--- config.mk ---
export PLATFORM = sky130hd
export DESIGN_NAME = vem_voice_mod
export DESIGN_NICKNAME = d
export VERILOG_FILES = /design/src/pkg/vem_pkg.sv /design/src/hdl/vem_env.sv /design/src/hdl/vem_voice_mod.sv
export SDC_FILE = /design/constraint.sdc
export NUM_CORES = 2
export LEC_CHECK = 0
export BUFFER_PORTS_ARGS = -buffer_cell sky130_fd_sc_hd__buf_2
export CORE_UTILIZATION = 57
export CTS_CLUSTER_DIAMETER = 150
export DETAILED_ROUTE_END_ITERATION = 6
export HOLD_SLACK_MARGIN = 0.15
export PLACE_DENSITY = 0.77
export SLEW_MARGIN = 30
export SYNTH_ARGS = -nofsm -noshare
export SYNTH_HDL_FRONTEND = slang
export SYNTH_SLANG_ARGS = --single-unit
--- constraint.sdc ---
create_clock -name clk_i -period 15.1 [get_ports clk_i]
set_input_delay 0 -clock clk_i [delete_from_list [all_inputs] [get_ports clk_i]]
set_output_delay 0 -clock clk_i [all_outputs]
set_load 0.02 [all_outputs]
--- src/pkg/vem_pkg.sv ---
package vem_pkg;
  // Envelope stages, Gray coded along attack, decay and release path
  typedef enum logic [2:0] {
    VEM_IDLE = 3'h0,
    VEM_ATK1 = 3'h1,
    VEM_ATK2 = 3'h3,
    VEM_DCY1 = 3'h2,
    VEM_DCY2 = 3'h6,
    VEM_REL1 = 3'h7,
    VEM_REL2 = 3'h5
  } vem_stage_t;

  // Widths
  localparam int RATE_W     = 7;
  localparam int LVL_W      = 8;
  localparam int LVL_FRAC_W = 8;
  localparam int OUT_W      = LVL_W + LVL_FRAC_W;
  localparam int NUM_STG    = 6;
  localparam int CNT_W      = 19;
  localparam int PH_W       = 16;
  localparam int ENV_MANT_W = 3;
  localparam int FLD_STRIDE = 8;
  localparam int NUM_LFO    = 2;

  // Control tick and time figures
  localparam int CTRL_TICK_HZ   = 1000;
  localparam int ENV_TIME_MIN_MS = 1;
  localparam int ENV_TIME_MAX_S  = 160;
  localparam int ENV_TIME_SHR   = 2;
  localparam int ENV_TEMPO_UNIT = 12;
  localparam int TEMPO_PPQ      = 48;
  localparam int DLY_ABS_TICKS  = 16;

  // Absolute oscillator rate span in millihertz, mapped to phase steps
  localparam longint LFO_MHZ_MIN = 80;
  localparam longint LFO_MHZ_MAX = 18140;
  localparam int LFO_INC_BASE = int'((LFO_MHZ_MIN * 65536) / (CTRL_TICK_HZ * 1000));
  localparam int LFO_SLOPE_Q2 =
    int'(((LFO_MHZ_MAX - LFO_MHZ_MIN) * 65536 * 4) / (CTRL_TICK_HZ * 1000 * 127));
  localparam int LFO_RATE_MAX = 127;
  localparam int NOTE_LAST    = 24;
  localparam int VAR_MAX      = 100;
  localparam int VAR_SHR      = 15;

  // Phase step per tempo tick, slowest note first
  localparam logic [15:0] NOTE_INC [0:24] = '{
    16'h002B, 16'h0039, 16'h0040, 16'h0055, 16'h0072, 16'h0080, 16'h00AB,
    16'h00E4, 16'h0100, 16'h0155, 16'h01C7, 16'h0200, 16'h02AB, 16'h038E,
    16'h0400, 16'h0555, 16'h071C, 16'h0800, 16'h0AAB, 16'h0E39, 16'h1000,
    16'h1555, 16'h1C72, 16'h2000, 16'h2AAB};
  // Note lengths in tempo ticks, same order
  localparam logic [15:0] NOTE_LEN [0:24] = '{
    16'h0600, 16'h0480, 16'h0400, 16'h0300, 16'h0240, 16'h0200, 16'h0180,
    16'h0120, 16'h0100, 16'h00C0, 16'h0090, 16'h0080, 16'h0060, 16'h0048,
    16'h0040, 16'h0030, 16'h0024, 16'h0020, 16'h0018, 16'h0012, 16'h0010,
    16'h000C, 16'h0009, 16'h0008, 16'h0006};
  localparam logic [7:0] PAT_STEP [0:7] = '{
    8'h00, 8'h20, 8'h40, 8'h60, 8'h40, 8'h20, 8'hE0, 8'hC0};

  // Waveform shapes
  localparam logic [2:0] SHP_TRI  = 3'h0;
  localparam logic [2:0] SHP_SQR  = 3'h1;
  localparam logic [2:0] SHP_SAWU = 3'h2;
  localparam logic [2:0] SHP_SAWD = 3'h3;
  localparam logic [2:0] SHP_RND  = 3'h4;
  localparam logic [2:0] SHP_PAT  = 3'h5;

  // Register word indices and fields
  localparam logic [3:0] REG_FENV   = 4'h0;
  localparam logic [3:0] REG_AENV   = 4'h4;
  localparam logic [3:0] REG_LFO1   = 4'h8;
  localparam logic [3:0] REG_STATUS = 4'hA;
  localparam int NUM_CFG        = 10;
  localparam int ENV_MODE_BIT   = 16;
  localparam int ENV_REPEAT_BIT = 17;
  localparam int LFO_SYNC_BIT   = 3;
  localparam int LFO_RATE_LSB   = 8;
  localparam int LFO_DLY_LSB    = 16;
  localparam int LFO_VAR_LSB    = 24;
  localparam int STAT_AENV_LSB  = 4;
  localparam int STAT_LFO_LSB   = 8;
  localparam logic [31:0] CFG_MASK [0:9] = '{
    32'h7F7F7F7F, 32'h00037F7F, 32'hFFFFFFFF, 32'h0000FFFF,
    32'h7F7F7F7F, 32'h00037F7F, 32'hFFFFFFFF, 32'h0000FFFF,
    32'h7FFFFF0F, 32'h7FFFFF0F};
  localparam logic [31:0] CFG_RST [0:9] = '{
    32'h00000000, 32'h00000000, 32'h00000000, 32'h00000000,
    32'h00000000, 32'h00000000, 32'h00000000, 32'h00000000,
    32'h00000008, 32'h00000008};
endpackage : vem_pkg

--- src/hdl/vem_env.sv ---
`timescale 1ns/1ps
`default_nettype none
module vem_env
  import vem_pkg::*;
(
  input  wire logic                     clk_i,
  input  wire logic                     rst_n_i,
  input  wire logic                     ce_i,
  input  wire logic                     tick_i,
  input  wire logic                     tempo_tick_i,
  input  wire logic                     key_on_i,
  input  wire logic                     key_off_i,
  input  wire logic [NUM_STG*RATE_W-1:0] rates_i,
  input  wire logic [NUM_STG*LVL_W-1:0]  levels_i,
  input  wire logic                     tempo_mode_i,
  input  wire logic                     repeat_i,
  output logic      [OUT_W-1:0]         level_o,
  output logic                          hold_o,
  output vem_stage_t                    stage_o
);
  vem_stage_t               stage_ff;
  vem_stage_t               nxt_stage;
  logic                     hold_ff;
  logic signed [OUT_W-1:0]  level_ff;
  logic signed [OUT_W:0]    step_ff;
  logic        [CNT_W-1:0]  cnt_ff;
  logic                     adv;
  logic                     enter;
  logic                     natural;
  logic                     fin;
  logic signed [OUT_W-1:0]  cur_tgt;
  logic signed [OUT_W-1:0]  ent_tgt;
  logic signed [OUT_W-1:0]  base;
  logic        [CNT_W-1:0]  ent_dur;
  logic signed [OUT_W:0]    ent_step;

  function automatic int sidx(input vem_stage_t s);
    case (s)
      VEM_ATK2: sidx = 1;
      VEM_DCY1: sidx = 2;
      VEM_DCY2: sidx = 3;
      VEM_REL1: sidx = 4;
      VEM_REL2: sidx = 5;
      default:  sidx = 0;
    endcase
  endfunction : sidx

  // Time mode is exponential in the rate; tempo mode counts tempo ticks
  function automatic logic [CNT_W-1:0] stage_dur(input logic [RATE_W-1:0] r,
                                                 input logic tm);
    logic [CNT_W-1:0] d;
    d = '0;
    if (tm) begin
      d = CNT_W'(r) * CNT_W'(ENV_TEMPO_UNIT);
    end else begin
      d = (CNT_W'({1'b1, r[ENV_MANT_W-1:0]}) << r[RATE_W-1:ENV_MANT_W]) >> ENV_TIME_SHR;
    end
    if (d == '0) begin
      d = CNT_W'(1);
    end
    return d;
  endfunction : stage_dur

  // Smallest power of two not below the duration, so rising steps never overshoot
  function automatic logic [4:0] clog(input logic [CNT_W-1:0] d);
    logic [4:0] c;
    c = '0;
    for (int i = 0; i < CNT_W; i++) begin
      if (d > (CNT_W'(1) << i)) begin
        c = 5'(i + 1);
      end
    end
    return c;
  endfunction : clog

  assign adv     = tempo_mode_i ? tempo_tick_i : tick_i;
  assign cur_tgt = signed'({levels_i[sidx(stage_ff)*LVL_W +: LVL_W], {LVL_FRAC_W{1'b0}}});
  assign ent_tgt = signed'({levels_i[sidx(nxt_stage)*LVL_W +: LVL_W], {LVL_FRAC_W{1'b0}}});
  assign base    = natural ? cur_tgt : level_ff;
  assign ent_dur = stage_dur(rates_i[sidx(nxt_stage)*RATE_W +: RATE_W], tempo_mode_i);
  assign ent_step = ((OUT_W+1)'(ent_tgt) - (OUT_W+1)'(base)) >>> clog(ent_dur);

  // Stage sequencing decision
  always_comb begin
    nxt_stage = stage_ff;
    enter     = 1'b0;
    natural   = 1'b0;
    fin       = 1'b0;
    if (key_on_i) begin
      nxt_stage = VEM_ATK1;
      enter     = 1'b1;
    end else if (key_off_i && stage_ff != VEM_IDLE && stage_ff != VEM_REL1 &&
                 stage_ff != VEM_REL2) begin
      nxt_stage = VEM_REL1;
      enter     = 1'b1;
    end else if (adv && !hold_ff && stage_ff != VEM_IDLE && cnt_ff == CNT_W'(1)) begin
      case (stage_ff)
        VEM_ATK1: nxt_stage = VEM_ATK2;
        VEM_ATK2: nxt_stage = VEM_DCY1;
        VEM_DCY1: nxt_stage = VEM_DCY2;
        VEM_DCY2: if (repeat_i) nxt_stage = VEM_ATK1; else fin = 1'b1;
        VEM_REL1: nxt_stage = VEM_REL2;
        default:  fin = 1'b1;
      endcase
      natural = !fin;
      enter   = !fin;
    end
  end

  // Stage, counter and slope
  always_ff @(posedge clk_i or negedge rst_n_i) begin
    if (!rst_n_i) begin
      stage_ff <= VEM_IDLE;
      hold_ff  <= 1'b0;
      cnt_ff   <= '0;
      step_ff  <= '0;
    end else if (ce_i) begin
      if (enter) begin
        stage_ff <= nxt_stage;
        cnt_ff   <= ent_dur;
        step_ff  <= ent_step;
        hold_ff  <= 1'b0;
      end else if (fin) begin
        hold_ff <= 1'b1;
      end else if (adv && !hold_ff && stage_ff != VEM_IDLE) begin
        cnt_ff <= cnt_ff - CNT_W'(1);
      end
    end
  end

  // Level ramps linearly and snaps to the target at each timed stage end
  always_ff @(posedge clk_i or negedge rst_n_i) begin
    if (!rst_n_i) begin
      level_ff <= '0;
    end else if (ce_i) begin
      if (enter) begin
        level_ff <= base;
      end else if (fin) begin
        level_ff <= cur_tgt;
      end else if (adv && !hold_ff && stage_ff != VEM_IDLE) begin
        level_ff <= level_ff + step_ff[OUT_W-1:0];
      end
    end
  end

  assign level_o = level_ff;
  assign hold_o  = hold_ff;
  assign stage_o = stage_ff;
endmodule : vem_env
`default_nettype wire

--- src/hdl/vem_voice_mod.sv ---
`timescale 1ns/1ps
`default_nettype none
module vem_voice_mod
  import vem_pkg::*;
#(
  parameter logic [31:0] LFSR_SEED = 32'h5A3C_96E1
)
(
  input  wire logic             clk_i,
  input  wire logic             rst_n_i,
  input  wire logic             ce_i,
  input  wire logic             tick_i,
  input  wire logic             tempo_tick_i,
  input  wire logic             key_on_i,
  input  wire logic             key_off_i,
  input  wire logic [7:0]       lfo1_rate_mod_i,
  input  wire logic [7:0]       lfo2_rate_mod_i,
  input  wire logic [3:0]       addr_i,
  input  wire logic [31:0]      wdata_i,
  input  wire logic             we_i,
  input  wire logic             re_i,
  output logic      [31:0]      rdata_o,
  output logic      [OUT_W-1:0] fenv_o,
  output logic      [OUT_W-1:0] aenv_o,
  output logic      [OUT_W-1:0] lfo1_o,
  output logic      [OUT_W-1:0] lfo2_o
);
  logic [31:0]              cfg_ff [0:NUM_CFG-1];
  logic [31:0]              rdata_ff;
  logic [31:0]              status;
  logic [31:0]              lfsr_ff;
  logic [NUM_STG*RATE_W-1:0] env_rates [0:1];
  logic [NUM_STG*LVL_W-1:0]  env_lvls  [0:1];
  logic [OUT_W-1:0]         env_lvl   [0:1];
  logic                     env_hold  [0:1];
  vem_stage_t               env_stage [0:1];
  logic [OUT_W-1:0]         lfo_ff    [0:NUM_LFO-1];
  logic [NUM_LFO-1:0]       lfo_act;
  logic [7:0]               rate_mod  [0:NUM_LFO-1];

  assign rate_mod[0] = lfo1_rate_mod_i;
  assign rate_mod[1] = lfo2_rate_mod_i;

  // Configuration words; reserved bits are masked so they read zero
  always_ff @(posedge clk_i or negedge rst_n_i) begin
    if (!rst_n_i) begin
      for (int k = 0; k < NUM_CFG; k++) begin
        cfg_ff[k] <= CFG_RST[k];
      end
    end else if (ce_i && we_i) begin
      for (int k = 0; k < NUM_CFG; k++) begin
        if (addr_i == 4'(k)) begin
          cfg_ff[k] <= wdata_i & CFG_MASK[k];
        end
      end
    end
  end

  // Status word shows live stages, hold flags and oscillator activity
  always_comb begin
    status = '0;
    status[STAT_AENV_LSB-2:0] = env_stage[0];
    status[STAT_AENV_LSB-1] = env_hold[0];
    status[STAT_AENV_LSB +: 3] = env_stage[1];
    status[STAT_AENV_LSB+3] = env_hold[1];
    status[STAT_LFO_LSB +: NUM_LFO] = lfo_act;
  end

  // Read data stands one cycle only; unmapped words read zero
  always_ff @(posedge clk_i or negedge rst_n_i) begin
    if (!rst_n_i) begin
      rdata_ff <= '0;
    end else if (ce_i) begin
      if (!re_i) begin
        rdata_ff <= '0;
      end else if (addr_i < 4'(NUM_CFG)) begin
        rdata_ff <= cfg_ff[addr_i];
      end else if (addr_i == REG_STATUS) begin
        rdata_ff <= status;
      end else begin
        rdata_ff <= '0;
      end
    end
  end
  assign rdata_o = rdata_ff;

  // Per-voice random source; the seed differs per instance
  always_ff @(posedge clk_i or negedge rst_n_i) begin
    if (!rst_n_i) begin
      lfsr_ff <= LFSR_SEED;
    end else if (ce_i) begin
      lfsr_ff <= {lfsr_ff[30:0], 1'b0} ^ (lfsr_ff[31] ? 32'h04C1_1DB7 : 32'h0);
    end
  end

  // Both envelopes: rate and level fields unpacked from two words each
  for (genvar e = 0; e < 2; e++) begin : g_env
    localparam logic [3:0] BASE = e ? REG_AENV : REG_FENV;
    always_comb begin
      env_rates[e] = '0;
      env_lvls[e]  = '0;
      for (int k = 0; k < NUM_STG; k++) begin
        env_rates[e][k*RATE_W +: RATE_W] =
          cfg_ff[BASE + 4'(k / 4)][(k % 4)*FLD_STRIDE +: RATE_W];
        env_lvls[e][k*LVL_W +: LVL_W] =
          cfg_ff[BASE + 4'(2 + k / 4)][(k % 4)*FLD_STRIDE +: LVL_W];
      end
    end
    vem_env u_env (
      .clk_i        (clk_i),
      .rst_n_i      (rst_n_i),
      .ce_i         (ce_i),
      .tick_i       (tick_i),
      .tempo_tick_i (tempo_tick_i),
      .key_on_i     (key_on_i),
      .key_off_i    (key_off_i),
      .rates_i      (env_rates[e]),
      .levels_i     (env_lvls[e]),
      .tempo_mode_i (cfg_ff[BASE + 4'h1][ENV_MODE_BIT]),
      .repeat_i     (cfg_ff[BASE + 4'h1][ENV_REPEAT_BIT]),
      .level_o      (env_lvl[e]),
      .hold_o       (env_hold[e]),
      .stage_o      (env_stage[e])
    );
  end

  // outputs go to routing only
  // The cutoff target is reached only through a modulation_route entry
  assign fenv_o = env_lvl[0];
  assign aenv_o = env_lvl[1];

  for (genvar i = 0; i < NUM_LFO; i++) begin : g_lfo
    logic [31:0]            cfg;
    logic [2:0]             shape;
    logic                   ksync;
    logic signed [7:0]      rate;
    logic signed [7:0]      dly;
    logic [6:0]             vset;
    logic signed [9:0]      idx_s;
    logic signed [9:0]      abs_s;
    logic [4:0]             nidx;
    logic [6:0]             arate;
    logic [4:0]             didx;
    logic                   tmp_rate;
    logic [15:0]            inc_abs;
    logic signed [27:0]     vprod;
    logic [15:0]            inc;
    logic                   step_en;
    logic [PH_W:0]          ph_sum;
    logic [PH_W-1:0]        phase_ff;
    logic signed [7:0]      vrnd_ff;
    logic [15:0]            dcnt_ff;
    logic                   dtmp_ff;
    logic                   act_ff;
    logic [OUT_W-1:0]       hold_rnd_ff;
    logic [OUT_W-1:0]       wave;
    logic [PH_W-2:0]        tri_t;

    assign cfg   = cfg_ff[REG_LFO1 + 4'(i)];
    assign shape = cfg[2:0];
    assign ksync = cfg[LFO_SYNC_BIT];
    assign rate  = signed'(cfg[LFO_RATE_LSB +: 8]);
    assign dly   = signed'(cfg[LFO_DLY_LSB +: 8]);
    assign vset  = cfg[LFO_VAR_LSB +: 7];
    assign tmp_rate = rate[7];

    assign idx_s = -10'(rate) - 10'sd1 + 10'(signed'(rate_mod[i]));
    assign nidx  = (idx_s < 0) ? 5'd0 :
                   (idx_s > 10'(NOTE_LAST)) ? 5'(NOTE_LAST) : 5'(idx_s);
    assign abs_s = 10'(rate) + 10'(signed'(rate_mod[i]));
    assign arate = (abs_s < 0) ? 7'd0 :
                   (abs_s > 10'(LFO_RATE_MAX)) ? 7'(LFO_RATE_MAX) : 7'(abs_s);
    assign inc_abs = 16'(LFO_INC_BASE) + 16'((32'(arate) * 32'(LFO_SLOPE_Q2)) >> 2);

    assign vprod = signed'({1'b0, 11'(inc_abs)}) *
                   signed'({1'b0, (vset > 7'(VAR_MAX)) ? 7'(VAR_MAX) : vset}) * vrnd_ff;
    assign inc = tmp_rate ? NOTE_INC[nidx] :
                 16'(signed'(inc_abs) + 16'(vprod >>> VAR_SHR));
    assign step_en = tmp_rate ? tempo_tick_i : tick_i;
    assign ph_sum  = {1'b0, phase_ff} + {1'b0, inc};

    // Phase: reset or random on press, advance on its tick
    always_ff @(posedge clk_i or negedge rst_n_i) begin
      if (!rst_n_i) begin
        phase_ff <= '0;
        vrnd_ff  <= '0;
      end else if (ce_i) begin
        if (key_on_i) begin
          phase_ff <= ksync ? '0 : lfsr_ff[i*PH_W +: PH_W];
          vrnd_ff  <= signed'(lfsr_ff[(1-i)*PH_W +: 8]);
        end else if (step_en) begin
          phase_ff <= ph_sum[PH_W-1:0];
        end
      end
    end

    assign didx = (dly < -8'sd25) ? 5'(NOTE_LAST) : 5'(-dly - 8'sd1);
    always_ff @(posedge clk_i or negedge rst_n_i) begin
      if (!rst_n_i) begin
        dcnt_ff <= '0;
        dtmp_ff <= 1'b0;
        act_ff  <= 1'b0;
      end else if (ce_i) begin
        if (key_on_i) begin
          dtmp_ff <= dly[7];
          dcnt_ff <= dly[7] ? NOTE_LEN[didx] : 16'(dly) * 16'(DLY_ABS_TICKS);
          act_ff  <= (dly == 8'sd0);
        end else if (!act_ff && ((dtmp_ff && tempo_tick_i) || (!dtmp_ff && tick_i))) begin
          dcnt_ff <= dcnt_ff - 16'h0001;
          act_ff  <= (dcnt_ff <= 16'h0001);
        end
      end
    end

    always_ff @(posedge clk_i or negedge rst_n_i) begin
      if (!rst_n_i) begin
        hold_rnd_ff <= '0;
      end else if (ce_i && ((step_en && ph_sum[PH_W]) || key_on_i)) begin
        hold_rnd_ff <= lfsr_ff[i*8 +: OUT_W];
      end
    end

    // Waveform shaping from phase
    assign tri_t = phase_ff[PH_W-1] ? ~phase_ff[PH_W-2:0] : phase_ff[PH_W-2:0];
    always_comb begin
      case (shape)
        SHP_SQR:  wave = phase_ff[PH_W-1] ? 16'h8001 : 16'h7FFF;
        SHP_SAWU: wave = phase_ff ^ 16'h8000;
        SHP_SAWD: wave = ~(phase_ff ^ 16'h8000);
        SHP_RND:  wave = hold_rnd_ff;
        SHP_PAT:  wave = {PAT_STEP[phase_ff[PH_W-1 -: 3]], {LVL_FRAC_W{1'b0}}};
        default:  wave = {~tri_t[PH_W-2], tri_t[PH_W-3:0], 1'b0};
      endcase
    end

    always_ff @(posedge clk_i or negedge rst_n_i) begin
      if (!rst_n_i) begin
        lfo_ff[i] <= '0;
      end else if (ce_i) begin
        lfo_ff[i] <= (act_ff && !key_on_i) ? wave : '0;
      end
    end
    assign lfo_act[i] = act_ff;
  end

  assign lfo1_o = lfo_ff[0];
  assign lfo2_o = lfo_ff[1];
endmodule : vem_voice_mod
`default_nettype wire

==> impl_metrics.yaml <==
global_routing:
  use_met1_pct: 45.8
  grt.met3_usage_pct: 7.72
  grt_pass1_vias: 50000
  grt_usage_pct: 34.6
  overflow: 0
  grt_max_degree: 160
  grt.busiest_layer: "met2"
  antenna_found_initial: 14
  grt_util_met2_pct: 54.9
  grt_pass1_wl_um: 275000
synthesis:
  seq_area_frac_synth_pct: 24.8
  synth_area_um2: 56600
  synth_edf_count: 0
  ys.warnings.count: 0
  synthSimpleGateAreaFrac_pct: 15.5
  syn_avg_cell_area_um2: 8.79
  synthMuxAreaShare_pct: 11.5
  async_flop_share_pct: 100
  synth_adder_area_share_pct: 19.9
  synth_top_family_by_area: "adder cells"
  yosys_register_bits: 560
  ys_types: 128
  synth_compound_area_share_pct: 17.8
  ys.flop_type: "dfrtp_1"
  synthCells: 6438
  synth_xor_area_share_pct: 4.26
route:
  first_pass_iters: 7
  drtIter0Drc: 5134
  wl_per_cell_um: 21.9
  drc_errors: 19
  routed_via_density: 6.32
  postRouteAntennaNets: 0
  dr_total_vias: 51300
  postRouteWirelength_um: 178000
place:
  gp_congestion: 0.984
  portBuffers: 156
  dp_hpwl_um: 127000
  placed_cells: 7855
setup_path:
  cp-start-kind: "register"
  r2r_slack_ns: -0.70
  reg2reg_to: "g_lfo[1].hold_rnd_ff[14]"
  slowest_stage: "fa_1"
  r2r_start: "g_lfo[1].cfg[9]"
  cp_common_cell: "nor2_1"
  rr_worst_depth: 82
  arrival_ns: 16.31
  max_stage_delay_ns: 0.57
  path_class: "reg -> reg"
  cp_max_fo: 8
  required_ns: 15.61
  end_kind: "register"
timing:
  finalHoldViolCount: 0
  whs_ns: 0.243
  slew_headroom_pct: 34.6
  clock_skew_ns: 0.0298
  fin_ws_ns: -0.696
  finalSetupViolations: 40
  fin_crit_sh_pct: 105
  min_period_ns: 15.80
  rsz0062_at_grt: "true"
  finalSetupTns_ns: -22.80
  worst_pin_slew_ns: 0.981
  slew_violations: 0
  max_freq_mhz: 63.3
layout:
  nets: 7544
  drive_above_1_share_pct: 20.7
  utilization_pct: 66.6
  syn2layout_area_growth_pct: 15.8
  stdcell_count: 8114
job:
  maxCapViolations: 0
clocking:
  clk_latency_ns: 0.66
  root_buffer: "clkbuf_16"
  clkTransAtPathRegs_ns: 0.06
  cts_tree: "yes"
  htree_levels: 3
  numCtsBuffers: 69
  cts_sinks: 560
  clockBufferDepth: 3
die:
  die_w_um: 317
  rows: 115
  ioPinCount: 157
  die_h_um: 317
  die_area_um2: 101000
  start_util_pct: 57.5
  core_area_um2: 98400
run_status:
  status: "finished, violations left"
  failed_checks: "DRC, setup timing"
min_path:
  hold_depth: 3
  hp-class: "in -> reg"
  holdPathEnd: "cfg_ff[231]"
  hold_start: "wdata_i[7]"
==> sequential cells by signal, summed over array words and instances (netlist names) <==
| register | count |
|---|---|
| g_env.u_env.step_ff | 32 |
| g_env.u_env.cnt_ff | 38 |
| lfo2_o | 16 |
| g_env.u_env.stage_o | 6 |
| cfg_ff | 184 |
| g_lfo.cfg | 54 |
| g_lfo.vrnd_ff | 16 |
| g_env.u_env.hold_o | 2 |
| g_lfo.phase_ff | 32 |
| g_env.u_env.level_o | 32 |
| lfo1_o | 16 |
| rdata_o | 32 |
| g_lfo.dtmp_ff | 2 |
| g_lfo.act_ff | 2 |
| g_lfo.dcnt_ff | 32 |
| g_lfo.hold_rnd_ff | 32 |
| lfsr_ff | 32 |
==> cells in the mapped netlist (all sizes together) (94+ instances only) <==
library cell | instances | area, um^2
mux2 | 319 | 3600
nand2 | 590 | 2220
a21oi | 447 | 2240
fa | 296 | 5930
xnor2 | 179 | 1590
dfrtp | 542 | 13600
nand3 | 112 | 571
nor2 | 476 | 1800
mux2i | 226 | 2270
nor3 | 106 | 556
xor2 | 94 | 823
inv | 566 | 2130
ha | 428 | 5360
and2 | 203 | 1270
clkbuf | 258 | 977
o21ai | 403 | 2040
==> routing by layer <==
layer | wire (um) | vias to the layer above
met2 | 81700 | 2460
met3 | 17200 | 543
met5 | 88 | -
met1 | 70700 | 25100
met4 | 8020 | 14
li1 | - | 23100
==> final cells by class <==
cell class / instances / area, um^2
multi-input cells: 4984 / 41100
fillers: 7681 / 32900
flip-flops and latches: 560 / 14000
repair buffers: 575 / 4260
inverters: 569 / 2140
clock buffers: 93 / 1980
well taps: 1287 / 1610
clock inverters: 31 / 408
diodes: 15 / 37.5
==> worst max-delay path, delay by kind of cell, from the launching register on <==
family / cells / cell delay [ns]
AOI/OAI and AO/OA: 23 / 3.94
xor gates and xnor gates: 5 / 0.70
adders and majority gates: 17 / 7.07
buffers and inverters: 15 / 1.20
DFF: 1 / 0.37
muxes: 1 / 0.32
and+or+nand+nor: 21 / 2.02
==> per-stage QoR <==
stage	instance area [um^2]	setup slack (ns)
floorplan	57000	0.00253
finish	65600	-0.696
detailed placement	60400	-0.688
global route	65500	-1.39
CTS	64500	-0.422
global placement	60300	-0.244
==> kinds of logic after synthesis <==
kind of cell	after synthesis
adder cells (fa/ha/maj)	724
AND/OR/NAND/NOR	1843
XOR/XNOR	273
multiplexers	574
flip-flops	560
buffers and inverters	896
AO/OA/AOI/OAI	1566
other	2
==> how the worst max path moves through the flow <==
stage                    startpoint                        to  slack [ns]  depth (start not counted)
finish              g_lfo[1].cfg[9]  g_lfo[1].hold_rnd_ff[14]       -0.70                         82
global route        g_lfo[1].cfg[9]   g_lfo[1].hold_rnd_ff[3]       -1.39                         83
CTS                 g_lfo[0].cfg[9]   g_lfo[0].hold_rnd_ff[6]       -0.42                         81
detailed placement  g_lfo[0].cfg[9]   g_lfo[0].hold_rnd_ff[5]       -0.69                         79
global placement    g_lfo[0].cfg[9]  g_lfo[0].hold_rnd_ff[10]       -0.24                         78
floorplan           g_lfo[1].cfg[9]  g_lfo[1].hold_rnd_ff[10]       0.003                         85
==> repair_timing <==
action,in CTS,in global routing
resized for setup,171,185
pin swaps,161,232
hold endpoints to repair,382,0
gates cloned,2,0
setup buffers,54,28
hold buffers,47,0
setup endpoints to repair,41,50
==> placed cells by master (no fill, tap or decap), types with 41 or more instances in the layout <==
cell type        n
and2_1         183
fa_1           293
a21oi_1        379
o21a_1          41
a31oi_1         72
ha_1           383
nand4_1         41
inv_2           50
o21bai_1        81
xor2_1          80
nand2_1        582
nor3_1          95
mux2_2         282
inv_1          515
a21oi_2         58
nor2_1         444
o211ai_1        42
buf_4          350
o21ai_0        341
a21o_1          52
nand2b_1        69
dfrtp_1        541
o22ai_1         65
buf_2          151
clkbuf_16       72
xnor2_1        138
nor2b_1         74
ha_4            42
o21ai_1         45
mux2i_1        225
dlygate4sd3_1   46
nand3_1        107
Power is not shown: default switching activity piles up to over one toggle a cycle in this logic, so the estimate is an artifact.
